===== config.mk =====
export PLATFORM = sky130hd
export DESIGN_NAME = agnc_top
export DESIGN_NICKNAME = d
export VERILOG_FILES = /design/src/rtl/agnc_pkg.sv /design/src/rtl/agnc_top.sv
export VERILOG_INCLUDE_DIRS = /design/src /design/src/rtl
export SDC_FILE = /design/constraint.sdc
export NUM_CORES = 1
export LEC_CHECK = 0
export ABC_AREA = 1
export BUFFER_PORTS_ARGS = -buffer_cell sky130_fd_sc_hd__buf_2
export CAP_MARGIN = 5
export CORE_MARGIN = 5
export CORE_UTILIZATION = 42
export CTS_BUF_LIST = sky130_fd_sc_hd__clkbuf_4
export CTS_CLUSTER_DIAMETER = 30
export DETAILED_ROUTE_END_ITERATION = 10
export GPL_TIMING_DRIVEN = 0
export PLACE_DENSITY = 0.58
export SLEW_MARGIN = 10
export SYNTH_ARGS = -nofsm -noshare
export SYNTH_HDL_FRONTEND = slang
export SYNTH_SLANG_ARGS = --single-unit

===== constraint.sdc =====
create_clock -name ref_clk -period 19.5 [get_ports ref_clk]
set_input_delay 2.925 -clock ref_clk [delete_from_list [all_inputs] [get_ports ref_clk]]
set_output_delay 2.925 -clock ref_clk [all_outputs]
set_load 0.02 [all_outputs]

===== src/rtl/agnc_regs.svh =====
// Register map and constants of the gain and zone configuration bank
//
// Function
// RL1 - Each channel's samples are scaled by a 4-bit gain code, 1 dB a step from 0001 up to 1011 at 11 dB.
// RL2 - Each channel has its own gain register, reached through its own gain page.
// RL3 - A 0-1-0 pulse of the core reset bit resets the whole digital core of both channels.
// RL4 - New zone selections of both channels take effect only on the core reset pulse.
// RL5 - A per-channel zone enable bit turns explicit zone selection off at 0 and on at 1.
// RL6 - Software sets the zone enable bit before it writes the zone field.
// RL7 - Zone code 000 is the first zone, 001 the second, 010 the third, 011 the fourth.
// RL8 - Channel A and B have separate main pages with core reset and zone registers at equal offsets.
// RL9 - Gain code 0000 passes the samples unscaled.
`ifndef AGNC_REGS_SVH
`define AGNC_REGS_SVH

// ----------------------------------------
// Pages and offsets
// ----------------------------------------
`define AGNC_PG_GAIN_A 24'h610005
`define AGNC_PG_GAIN_B 24'h610105
`define AGNC_PG_MAIN_A 24'h680000
`define AGNC_PG_MAIN_B 24'h680100
`define AGNC_OFS_CORE_RST 12'h000
`define AGNC_OFS_ZONE 12'h0A2
`define AGNC_OFS_GAIN 12'h0A6
`define AGNC_PG_MSB 35
`define AGNC_PG_LSB 12
`define AGNC_OFS_MSB 11

// ----------------------------------------
// Fields and reset values
// ----------------------------------------
`define AGNC_REG_RST 8'h00
`define AGNC_CR_BIT 0
`define AGNC_ZEN_BIT 3
`define AGNC_ZONE_MSB 2
`define AGNC_GAIN_MSB 3
`define AGNC_GAIN_MAX 4'hB
`define AGNC_ZONE_1ST 3'h0
`define AGNC_ZONE_2ND 3'h1
`define AGNC_ZONE_3RD 3'h2
`define AGNC_ZONE_4TH 3'h3
`define AGNC_OH_1ST 4'h1
`define AGNC_OH_2ND 4'h2
`define AGNC_OH_3RD 4'h4
`define AGNC_OH_4TH 4'h8
`define AGNC_OH_NONE 4'h0

// ----------------------------------------
// Gain coefficients, unity at 4096
// ----------------------------------------
`define AGNC_FRAC 12
`define AGNC_COEF_W 16
`define AGNC_GAIN_TBL {16'h38C5, 16'h3299, 16'h2D18, 16'h2831, \
  16'h23D2, 16'h1FED, 16'h1C74, 16'h195C, 16'h169A, 16'h1425, \
  16'h11F4, 16'h1000}

`endif


===== src/rtl/agnc_pkg.sv =====
// Types of the gain and zone configuration bank
package agnc_pkg;

  typedef enum logic [1:0] {
    AGNC_SEQ_IDLE = 2'b01,
    AGNC_SEQ_ARMED = 2'b10
  } agnc_seq_e;

  typedef struct packed {
    logic cr;
    logic zen;
    logic [2:0] zone;
    logic [3:0] gain;
    logic act_zen;
    logic [2:0] act_zone;
  } agnc_chan_s;

  typedef struct packed {
    logic [35:0] addr;
    logic [7:0] wdata;
    logic wr;
    logic rd;
  } agnc_bus_s;

endpackage


===== src/rtl/agnc_top.sv =====
// Gain, core reset and zone configuration bank for two channels
//
// The plain strobed port was left to the implementer.
`timescale 1ns/1ps
`default_nettype none
`include "agnc_regs.svh"

module agnc_top import agnc_pkg::*; #(
  parameter int SMP_W = 14
) (
  // Clock and reset
  input wire logic ref_clk,
  input wire logic reset,
  // Register port
  input wire agnc_bus_s bus,
  output logic [7:0] reg_rdata,
  // Sample path, index 0 is channel A
  input wire logic [1:0][SMP_W-1:0] smp_in,
  output logic [1:0][SMP_W-1:0] smp_out,
  // Core control
  output logic core_soft_reset_pulse,
  output logic [1:0] zone_select_enable,
  output logic [1:0][2:0] zone_code,
  output logic [1:0][3:0] zone_onehot
);

  // ----------------------------------------
  // Parameter check
  // ----------------------------------------
  if (SMP_W < 4 || SMP_W > 24) begin
    $error("agnc_top: SMP_W out of range");
  end

  localparam int PW = SMP_W + `AGNC_COEF_W + 1;
  localparam logic [12*`AGNC_COEF_W-1:0] GAIN_TBL = `AGNC_GAIN_TBL;

  typedef struct packed {
    agnc_chan_s [1:0] ch;
    agnc_seq_e seq;
    logic core_rst;
    logic [7:0] rdata;
    logic [1:0][SMP_W-1:0] y;
    logic [1:0][3:0] oh;
  } agnc_state_s;

  agnc_state_s s_r;
  agnc_state_s s_nxt;

  logic [23:0] page;
  logic [11:0] ofs;
  logic any_hi;

  assign page = bus.addr[`AGNC_PG_MSB:`AGNC_PG_LSB];
  assign ofs = bus.addr[`AGNC_OFS_MSB:0];

  // ----------------------------------------
  // Helpers
  // ----------------------------------------
  function automatic logic [23:0] main_pg(input int c);
    main_pg = (c == 0) ? `AGNC_PG_MAIN_A : `AGNC_PG_MAIN_B;
  endfunction

  function automatic logic [23:0] gain_pg(input int c);
    gain_pg = (c == 0) ? `AGNC_PG_GAIN_A : `AGNC_PG_GAIN_B;
  endfunction

  // Codes past 11 dB are not allowed; they fall back to unity
  function automatic logic [`AGNC_COEF_W-1:0] coef(input logic [3:0] g);
    logic [3:0] k;
    k = (g > `AGNC_GAIN_MAX) ? 4'h0 : g;
    coef = GAIN_TBL[k*`AGNC_COEF_W +: `AGNC_COEF_W];
  endfunction

  // Scale and saturate one sample
  function automatic logic [SMP_W-1:0] scale(
    input logic [SMP_W-1:0] x,
    input logic [3:0] g
  );
    logic signed [PW-1:0] p;
    logic signed [PW-1:0] lim_hi;
    logic signed [PW-1:0] lim_lo;
    p = $signed(x) * $signed({1'b0, coef(g)});
    p = p >>> `AGNC_FRAC;
    lim_hi = PW'((1 <<< (SMP_W - 1)) - 1);
    lim_lo = -PW'(1 <<< (SMP_W - 1));
    if (p > lim_hi) begin
      scale = lim_hi[SMP_W-1:0];
    end else if (p < lim_lo) begin
      scale = lim_lo[SMP_W-1:0];
    end else begin
      scale = p[SMP_W-1:0];
    end
  endfunction

  function automatic logic [3:0] zone_dec(
    input logic en,
    input logic [2:0] z
  );
    zone_dec = `AGNC_OH_NONE;
    if (en) begin
      unique case (z)
        `AGNC_ZONE_1ST: zone_dec = `AGNC_OH_1ST;
        `AGNC_ZONE_2ND: zone_dec = `AGNC_OH_2ND;
        `AGNC_ZONE_3RD: zone_dec = `AGNC_OH_3RD;
        `AGNC_ZONE_4TH: zone_dec = `AGNC_OH_4TH;
        default: zone_dec = `AGNC_OH_NONE;
      endcase
    end
  endfunction

  // ----------------------------------------
  // Next state
  // ----------------------------------------
  always_comb begin
    s_nxt = s_r;
    s_nxt.core_rst = 1'b0;
    s_nxt.rdata = `AGNC_REG_RST;
    for (int c = 0; c < 2; c++) begin
      if (bus.wr && page == main_pg(c)) begin
        if (ofs == `AGNC_OFS_CORE_RST) begin
          s_nxt.ch[c].cr = bus.wdata[`AGNC_CR_BIT]; // RL8
        end
        if (ofs == `AGNC_OFS_ZONE) begin
          s_nxt.ch[c].zen = bus.wdata[`AGNC_ZEN_BIT]; // RL5
          s_nxt.ch[c].zone = bus.wdata[`AGNC_ZONE_MSB:0];
        end
      end
      if (bus.wr && page == gain_pg(c) && ofs == `AGNC_OFS_GAIN) begin
        s_nxt.ch[c].gain = bus.wdata[`AGNC_GAIN_MSB:0]; // RL2
      end
      if (bus.rd && page == main_pg(c)) begin
        if (ofs == `AGNC_OFS_CORE_RST) begin
          s_nxt.rdata[`AGNC_CR_BIT] = s_r.ch[c].cr;
        end
        if (ofs == `AGNC_OFS_ZONE) begin
          s_nxt.rdata[`AGNC_ZEN_BIT] = s_r.ch[c].zen;
          s_nxt.rdata[`AGNC_ZONE_MSB:0] = s_r.ch[c].zone;
        end
      end
      if (bus.rd && page == gain_pg(c) && ofs == `AGNC_OFS_GAIN) begin
        s_nxt.rdata[`AGNC_GAIN_MSB:0] = s_r.ch[c].gain;
      end
      // Cleared on the core reset, scaled otherwise
      if (s_r.core_rst) begin
        s_nxt.y[c] = '0; // RL3
      end else begin
        s_nxt.y[c] = scale(smp_in[c], s_r.ch[c].gain); // RL1 RL9
      end
    end
    // Pulse seen when the bits of both pages are back at 0
    any_hi = s_nxt.ch[0].cr | s_nxt.ch[1].cr;
    unique case (s_r.seq)
      AGNC_SEQ_IDLE: begin
        if (any_hi) begin
          s_nxt.seq = AGNC_SEQ_ARMED;
        end
      end
      AGNC_SEQ_ARMED: begin
        if (!any_hi) begin
          s_nxt.seq = AGNC_SEQ_IDLE;
          s_nxt.core_rst = 1'b1; // RL3
          for (int c = 0; c < 2; c++) begin
            s_nxt.ch[c].act_zen = s_nxt.ch[c].zen; // RL4
            s_nxt.ch[c].act_zone = s_nxt.ch[c].zone;
          end
        end
      end
      default: s_nxt.seq = AGNC_SEQ_IDLE;
    endcase
    // Zone decode registered with the applied zone
    for (int c = 0; c < 2; c++) begin
      s_nxt.oh[c] = zone_dec(s_nxt.ch[c].act_zen,
                             s_nxt.ch[c].act_zone); // RL5 RL7
    end
  end

  // ----------------------------------------
  // State register
  // ----------------------------------------
  always_ff @(posedge ref_clk) begin
    if (reset) begin
      s_r <= '0;
      s_r.seq <= AGNC_SEQ_IDLE;
    end else begin
      s_r <= s_nxt;
    end
  end

  // ----------------------------------------
  // Outputs
  // ----------------------------------------
  assign reg_rdata = s_r.rdata;
  assign smp_out = s_r.y;
  assign core_soft_reset_pulse = s_r.core_rst;
  always_comb begin
    for (int c = 0; c < 2; c++) begin
      zone_select_enable[c] = s_r.ch[c].act_zen;
      zone_code[c] = s_r.ch[c].act_zone;
      zone_onehot[c] = s_r.oh[c];
    end
  end
endmodule
`default_nettype wire


---- Word level (Yosys, flattened, before mapping) ----
Index checks and enable logic that the tools add are counted.
storage, ports and cells
  register bits after elaboration ......... 73
  bits in latches ......................... 0
  memory bits (writable) .................. 0
  bits in read-only memories .............. 0
  output and inout port bits .............. 53
  word-level logic and storage cells ...... 102
  memories ................................ 0
cells by class
  $add $sub $neg .......................... 0
  $mul .................................... 2
  div/mod/pow operators ................... 0
  order comparisons ....................... 6
  eq/ne operators ......................... 16
  shift operators ......................... 2
  multiplexer cells ....................... 28
  bitwise gates (word level) .............. 4
  reductions and logical operators ........ 22
operators by type and width
  kind                                                                            count
  192-bit by 9-bit variable part select with 16-bit output, first input constant  2
  24-bit by 23-bit equality test with 1-bit output, second input constant         4
  14-bit by 17-bit multiplier with 31-bit output                                  2
  14-bit two-way mux                                                              4
  4-bit two-way mux                                                               13
  19-bit by 14-bit > comparator with 1-bit output, second input constant          2
  19-bit by 14-bit less-than comparator with 1-bit output, second input constant  2
  4-bit one-hot mux with 4 select lines                                           2
  12-bit by 8-bit equality test with 1-bit output, second input constant          2
  3-bit by 2-bit equality test with 1-bit output, second input constant           4
  1-bit logical AND                                                               12
  12-bit zero test                                                                1
  5-bit two-way mux                                                               2
  4-bit > comparator, second input constant                                       2
  2-bit OR reduction                                                              4
  7-bit two-way mux                                                               1
  3-bit by 1-bit equality test with 1-bit output, second input constant           2
  3-bit zero test                                                                 2
  3-bit OR reduction                                                              2
  1-bit two-way mux                                                               4
  2-bit inequality test, second input constant                                    2
  2-bit one-hot mux with 2 select lines                                           1
  1-bit inverter                                                                  3
  2-bit by 1-bit equality test with 1-bit output, second input constant           1
  4 further kinds                                                                 4

---- Depth between registers and ports, before layout ----
Gate-level depths: netlist of the first run.
  depth in word-level cells ............... 9
  depth in mapped cells ................... 40
  mapped depth without buffers ............ 39

---- Least setup slack after synthesis of the first run ----
No wires, ideal clock.
  path kind ............................... input to register
  from .................................... input smp_in[16] in the netlist's numbering
  to ...................................... register s_r (netlist bit smp_out[14])
  library setup time ...................... 132 ps
  data arrival time ....................... 8180 ps
  slack ................................... 11188 ps
  cell stages on the path ................. 29
  cells stage by stage .................... inv_1 > clkbuf_1 > nor2_1 > fa_1 > inv_1 > fa_1 > inv_1 > fa_1 > inv_1 > fa_1 > inv_1 > fa_1 > inv_1 > fa_1 > inv_1 > ha_1 > a21oi_1 > nor2_1 > nor2_1 > nand2_1 > nand2_1 > nand3_1 > nand2_1 > nand2_1 > nor2_1 > nand4_1 > nand2_1 > buf_2 > a21oi_1
between the ends
  word-level cells in the longest chain between the ends .. 4
  elaborated cells on any way between the ends .. 5
  classes of those cells .................. mul: 1; order compare: 2; mux: 2
RTL lines
  element                                                  RTL line         text
  start, declared                                          agnc_top.sv:18   input wire logic [1:0][SMP_W-1:0] smp_in,
  14-bit by 17-bit multiplier with 31-bit output *         agnc_top.sv:82   p = $signed(x) * $signed({1'b0, coef(g)});
  19-bit by 14-bit less-than comparator with 1-bit output  agnc_top.sv:88   end else if (p < lim_lo) begin
  14-bit two-way mux                                       agnc_top.sv:88
  14-bit two-way mux *                                     agnc_top.sv:86   if (p > lim_hi) begin
  end signal, assigned                                     agnc_top.sv:185  s_r <= s_nxt;
  end, declared                                            agnc_top.sv:46   agnc_state_s s_r;
Every way passes the cells marked *; elsewhere a longest branch is shown, timed or not.
A chain may end at the register's enable or synchronous reset.

---- Worst setup path after layout of the first run ----
  from .................................... input smp_in[17] in the netlist's numbering
  to ...................................... register s_r (netlist bit smp_out[17])
Same word-level chain as after synthesis.

==> results of run 1 <==
cell families after synthesis:
logic type / after synthesis
AOI/OAI and AO/OA: 126
xor gates and xnor gates: 27
adders and majority gates: 504
buffers and inverters: 721
DFF: 69
other: 1
and+or+nand+nor: 1130
state kept, by name, indices dropped and copies added (netlist names):
signal,count
smp_out,28
s_r,20
zone_onehot,8
zone_code,6
reg_rdata,4
zone_select_enable,2
core_soft_reset_pulse,1
cells in the final DEF (no fill, tap or decap), types with 11 or more instances in the layout:
cell type / synthesis / final
nand2_1: 635 / 635
inv_1: 627 / 627
buf_4: 54 / 54
fa_1: 282 / 282
xor2_1: 11 / 11
xnor2_1: 16 / 16
ha_1: 222 / 222
o21ai_0: 26 / 26
buf_2: 3 / 117
nand3_1: 75 / 75
a21oi_1: 63 / 63
clkbuf_1: 23 / 23
dfxtp_1: 69 / 69
nor2_1: 367 / 367
nand4_1: 25 / 25
worst paths after layout:
kind,start,endpoint,slack (ns),cells past startpoint
worst min-delay path,zone_select_enable[1]$_SDFF_PP0_,zone_select_enable[1]$_SDFF_PP0_,0.50,2
worst max register to register,s_r[67]$_SDFFE_PP0P_,smp_out[17]$_SDFF_PP0_,11.60,32
worst min register to register,zone_select_enable[1]$_SDFF_PP0_,zone_select_enable[1]$_SDFF_PP0_,0.50,2
worst max-delay path,smp_in[17],smp_out[17]$_SDFF_PP0_,10.62,30
metrics by stage:
stage                     std cells  setup WS, ns  util (%)  hold slack [ns]
after detailed placement       3280         10.23      45.4            0.489
after global placement         3280         10.30      45.4            0.483
final                          3297         10.62      45.8            0.497
after CTS                      3296         10.68      45.8            0.507
after global routing           3297         10.14      45.8            0.544
after floorplan                2581         11.19         -            0.461
worst min-delay path: stages (launching register included):
cell and delay (ns):
dfxtp_1 0.33, nand2_1 0.08, a21oi_1 0.06
power breakdown:
part           leakage, uW  total (uW)  internal (uW)  switching (uW)
clock            0.0000842         110           52.4            57.6
combinational       0.0107         229           83.8             145
sequential        0.000564         149            147            2.02
total               0.0114         488            284             205
layout make-up:
class | instances | area, um2
Fill cell | 4547 | 23300
Antenna cell | 1 | 2.50
Timing Repair Buffer | 114 | 571
Multi-Input combinational cell | 1791 | 13900
Sequential cell | 69 | 1380
Clock inverter | 7 | 97.6
Inverter | 633 | 2380
Buffer | 88 | 552
Clock buffer | 9 | 67.6
Tap cell | 585 | 732
layer usage:
metal  vias to the layer above  part of all wire, %
met5                         -                    0
met3                        64                  5.3
met4                         0                  1.9
li1                       7817                    -
met1                      7490                   47
met2                       413                   46
==> impl_results.md, run 1 <==
- Overflow after GRT: 0
- Residual DRC: 0
- CP max FO: 10
- Avg WL per Cell: 14.8 um
- PD cells: 24.8 nW/um2
- Die X: 218 um
- Pin count of the biggest net entering global routing: 14
- Peak supply drop: 0.0000324 V
- Finished Cell Area: 19700 um2
- Synth top area share: 31.0%
- Area grow syn2layout: 8.14%
- Met3 Usage GRT: under 10%
- Initial antenna violation count: 1
- Worst rel slew slack: 29.5%
- DP HPWL: 43.0 mm
- Share of layout cells above drive strength 1: approximately 7.7%
- Synth area leader: fa_1
- Number of global-route vias before repair: 16500
- Post-CTS Hold Buffers: 0
- CTS root buf: clkbuf_4
- Critical Path AT: 9.16 ns
- I/O pin cnt: 129
- Synthesized area per cell: 7.06 um2
- Clk buf depth: 2
- GR peak layer: met2
- Placed Area: 19500 um2
- Core area: 43000 um2
- Chip height: approximately 220 um
- Post-synthesis compound-gate area fraction: 3.88%
- Clk_lat worst skew: between 0.4 and 0.5 ns
- CP required: 19.79 ns
- Syn Inst Count: ~2600
- # setup viols final: 0
- Area share of fa/ha/maj cells after synthesis: 46.3%
- Async S/R FF share, synth: 0%
- Via count: between 15000 and 20000
- Synthesis warning total: 0
- PnR Total Power: 488 uW
- Final #Nets: 3286
- PostCTS Resize Cnt: 0
- Max Cap Viol: 0
- Met2 Resource Use GR: 35.3%
- XOR/XNOR Fraction of Synth Area: 1.30%
- Main combinational cell family by area after synthesis: adder cells
- Number of flops mapped to enable cells by yosys: 0
- Vias/cell: 4.79
- Iteration-0 DRC Markers: ~1000
- Setup crit start kind: primary input
- Kind of critical path: primary input to flip-flop
- Yosys reg bits: about 70
- # Post-CTS Setup Buffers: 0
- Leakage: 0.0114 uW
- Status: completed
- Worst setup EP type: flip-flop
- Clock transition at the registers of the reported paths: around 0.13 ns
- CTS Buf Count: 9
- Synth top cells by count: 635 x nand2_1, 627 x inv_1, 367 x nor2_1
- Placer Congestion: 0.925
- Mux contribution to synthesized area: 0%
- H-tree depth: 3
- Starting Density: 42.4%
- Worst min path class: flip-flop to flip-flop
- Top post-synthesis cells by area: fa_1 31%, ha_1 15%, nand2_1 13%, inv_1 13%, dfxtp_1 7.6%
- F_max: 113 MHz
- PortBufs: about 110
- Unrepaired setup endpoints after global routing: no
- Worst-Margin Slew: 1.06 ns
- Final period util: 45.5%
- Global-route wire length before repair: 82.3 mm
- Total GRT Usage: 21.1%
- TritonCTS Sinks: 69
- Fin Clk Skew: 0.0238 ns
- Total die area: ~48000 um2
- Crit path top cell by count: inv_1
- CP top delay family: adder cells
- Count leader, synth: nand2_1
- Pre-antenna DRT Iters: 5
- CP max-delay cell: fa_1
- Simple-gate portion of the synthesized area: 24.9%
- TNS Setup: 0 ns
- Core Rows: 76
- Post-synthesis cell type count: 43
- Fin crit period: approximately 8.9 ns
- Final hold vios: 0
- Ys flop type: dfxtp_1
- Antenna-violating nets left: 0
- Final WL: roughly 50 mm
- Mapped Area: approximately 18000 um2
- Crit path buf inv count: 10
- CTS tree: done
- Seq/Total Area, Yosys: under 10%
- Slew Limit Fails: 0
- Crit-path max cell delay: 0.54 ns
- GR Layer Usage met1: 30.1%
(Power assumes the default switching activity.)
==> run 2: changes to the inputs <==
--- a/config.mk
+++ b/config.mk
@@ -15,7 +15,7 @@
 export CTS_CLUSTER_DIAMETER = 30
 export DETAILED_ROUTE_END_ITERATION = 10
 export GPL_TIMING_DRIVEN = 0
-export PLACE_DENSITY = 0.58
+export PLACE_DENSITY = 0.6
 export SLEW_MARGIN = 10
 export SYNTH_ARGS = -nofsm -noshare
 export SYNTH_HDL_FRONTEND = slang
==> constraint.sdc (replaced) <==
create_clock -name ref_clk -period 7.57 [get_ports ref_clk]
set_input_delay 1.1355 -clock ref_clk [delete_from_list [all_inputs] [get_ports ref_clk]]
set_output_delay 1.1355 -clock ref_clk [all_outputs]
set_load 0.02 [all_outputs]
==> run 2 against run 1 <==
  * Worst hold slack better by 0.0017 ns
  * Core utilization up 0.65 points
  * Setup slack worse by 10 ns
  * Register-to-register slack worse by 11 ns
  * Cell count up 0.33%
  * Highest routed layer unchanged
  * Largest cell class unchanged
  * Critical endpoint is now smp_out[14]$_SDFF_PP0_
==> impl_results.md, run 2 (synthesis results as in run 1) <==
- Pin count of the biggest net entering global routing: 13
- Worst-Margin Slew: 0.739 ns
- Core area: about 43000 um2
- TritonCTS Sinks: 69
- Placer Congestion: 0.915
- Reg-to-reg startpoint: s_r[66]$_SDFFE_PP0P_
- Register-to-register path setup slack: 0.41 ns
- Hold Path End: zone_select_enable[1]$_SDFF_PP0_
- Crit-path max cell delay: 0.59 ns
- Stages on worst setup path: 32
- Total GRT Usage: between 20% and 30%
- Die X: 218 um
- Worst rel slew slack: 50.6%
- Leakage: 0.0115 uW
- Iteration-0 DRC Markers: 818
- Fin Clk Skew: 0.0164 ns
- CTS tree: done
- Final period util: around 95%
- Total die area: 47600 um2
- Worst R2R End: smp_out[14]$_SDFF_PP0_
- Clock transition at the registers of the reported paths: about 0.12 ns
- Crit path buf inv count: 7
- Commonest non-fill, non-tap cell in the layout: nand2_1
- CP required: 7.91 ns
- Place WS: -0.366 ns
- Worst setup EP type: flip-flop
- Initial antenna violation count: 1
- Critical Path Start: s_r[66]$_SDFFE_PP0P_
- CP max-delay cell: fa_1
- Via count: 15800
- PortBufs: 114
- CTS Buf Count: 9
- CP top delay family: adder cells
- Setup crit start kind: flip-flop
- I/O pin cnt: 129
- Starting Density: 42.4%
- Clk buf depth: 2
- H-tree depth: 3
- F_max: 140 MHz
- Status: completed
- Number of global-route vias before repair: approximately 16000
- CTS root buf: clkbuf_4
- Post-CTS Hold Buffers: 0
- Chip height: 218 um
- Global-route wire length before repair: around 82 mm
- Most frequent cells in the layout: 628 x nand2_1, 617 x inv_1, 358 x nor2_1
- Pre-antenna DRT Iters: 5
- Max Cap Viol: 0
- Critical Path AT: 7.50 ns
- Residual DRC: 0
- TNS Setup: 0 ns
- Clk_lat worst skew: about 0.43 ns
- CP max FO: 10
- Avg WL per Cell: 14.7 um
- Slew Limit Fails: 0
- PD cells: between 60 and 70 nW/um2
- Final #Nets: 3298
- Final hold vios: 0
- Hold Path Origin: zone_select_enable[1]$_SDFF_PP0_
- DP HPWL: 42.7 mm
- Worst min path class: flip-flop to flip-flop
- Multi-input logic area: 14100 um2
- Antenna-violating nets left: 0
- Flip-flop and latch area: ~1400 um2
- Filler Cell Count: 4523
- Peak supply drop: 0.000101 V
- Core Rows: 76
- # setup viols final: 0
- R2R cell count: 32
- Crit path top cell by count: nand2_1
- Fin crit period: 7.16 ns
- Max reg flops: 28
- Core Util, Final: 46.5%
- Area grow syn2layout: 9.66%
- Final worst slack: 0.415 ns
- Vias/cell: about 4.8
- Overflow after GRT: 0
- WHS Path Cells: 2
- Kind of critical path: flip-flop to flip-flop
- Final WL: around 50 mm
- Share of layout cells above drive strength 1: under 10%
==> run 2: cell types whose count changed in the layout (fill, tap and decap cells not counted), moves of 6 or more <==
| cell | before | now |
|---|---|---|
| nand2_1 | 635 | 628 |
| dfxtp_1 | 69 | 63 |
| buf_4 | 54 | 65 |
| inv_1 | 627 | 617 |
| inv_2 | 0 | 8 |
| nand2_2 | 3 | 9 |
| nor2_1 | 367 | 358 |
==> run 2: worst max path at each step <==
stage,slack [ns],to
final,0.41,smp_out[14]$_SDFF_PP0_
after detailed placement,-0.37,smp_out[16]$_SDFF_PP0_
after global routing,-0.02,smp_out[14]$_SDFF_PP0_
after global placement,-0.41,smp_out[16]$_SDFF_PP0_
after floorplan,1.05,smp_out[14]$_SDFF_PP0_
after CTS,0.04,smp_out[5]$_SDFF_PP0_
==> run 2: area by class of cell <==
| cell class | instances | area share (%) |
|---|---|---|
| Sequential cell | 69 | 6.97 |
| Antenna cell | 1 | 0.0125 |
| Clock buffer | 9 | 0.338 |
| Inverter | 633 | 12.0 |
| Timing Repair Buffer | 127 | 3.47 |
| Buffer | 87 | 2.74 |
| Clock inverter | 6 | 0.326 |
| Multi-Input combinational cell | 1791 | 70.5 |
| Tap cell | 585 | 3.67 |
==> run 2: routing by layer <==
| metal | vias to the layer above | part of all wire [%] | global-route usage [%] |
|---|---|---|---|
| met5 | - | 0 | 0 |
| met4 | 0 | 1.4 | 3.39 |
| met3 | 45 | 5.9 | 2.62 |
| met2 | 414 | 47 | 35.4 |
| met1 | 7483 | 46 | 29.6 |
| li1 | 7846 | - | - |
==> run 2: what timing repair did <==
| item | CTS | global route |
|---|---|---|
| buffers inserted | 0 | 13 |
| pin swaps | 0 | 5 |
| endpoints found under the setup margin | 26 | 28 |
| resized for setup | 11 | 48 |
| hold endpoints to repair | 0 | 0 |
==> run 2: where the power goes <==
| group | internal, uW | switching (uW) |
|---|---|---|
| sequential | 379 | 5.75 |
| clock | 98.7 | 135 |
| combinational | 215 | 371 |
| total | 693 | 512 |
==> run 2: worst register-to-register path: cells and delay by family (launching register included) <==
| family | cells | cell delay (ns) |
|---|---|---|
| compound gates | 3 | 0.42 |
| fa+ha+maj | 7 | 3.46 |
| buf+inv | 7 | 0.74 |
| flops | 1 | 0.44 |
| simple gates | 15 | 2.02 |
==> run 2: stage by stage <==
stage,instance area [um2],total power (uW),hold WS (ns),std cells
global route,20000,1310,0.521,3308
global placement,19500,975,0.483,3280
detailed placement,19500,976,0.491,3280
floorplan,18200,794,0.461,2581
CTS,19700,1220,0.507,3295
finish,20000,1200,0.499,3308
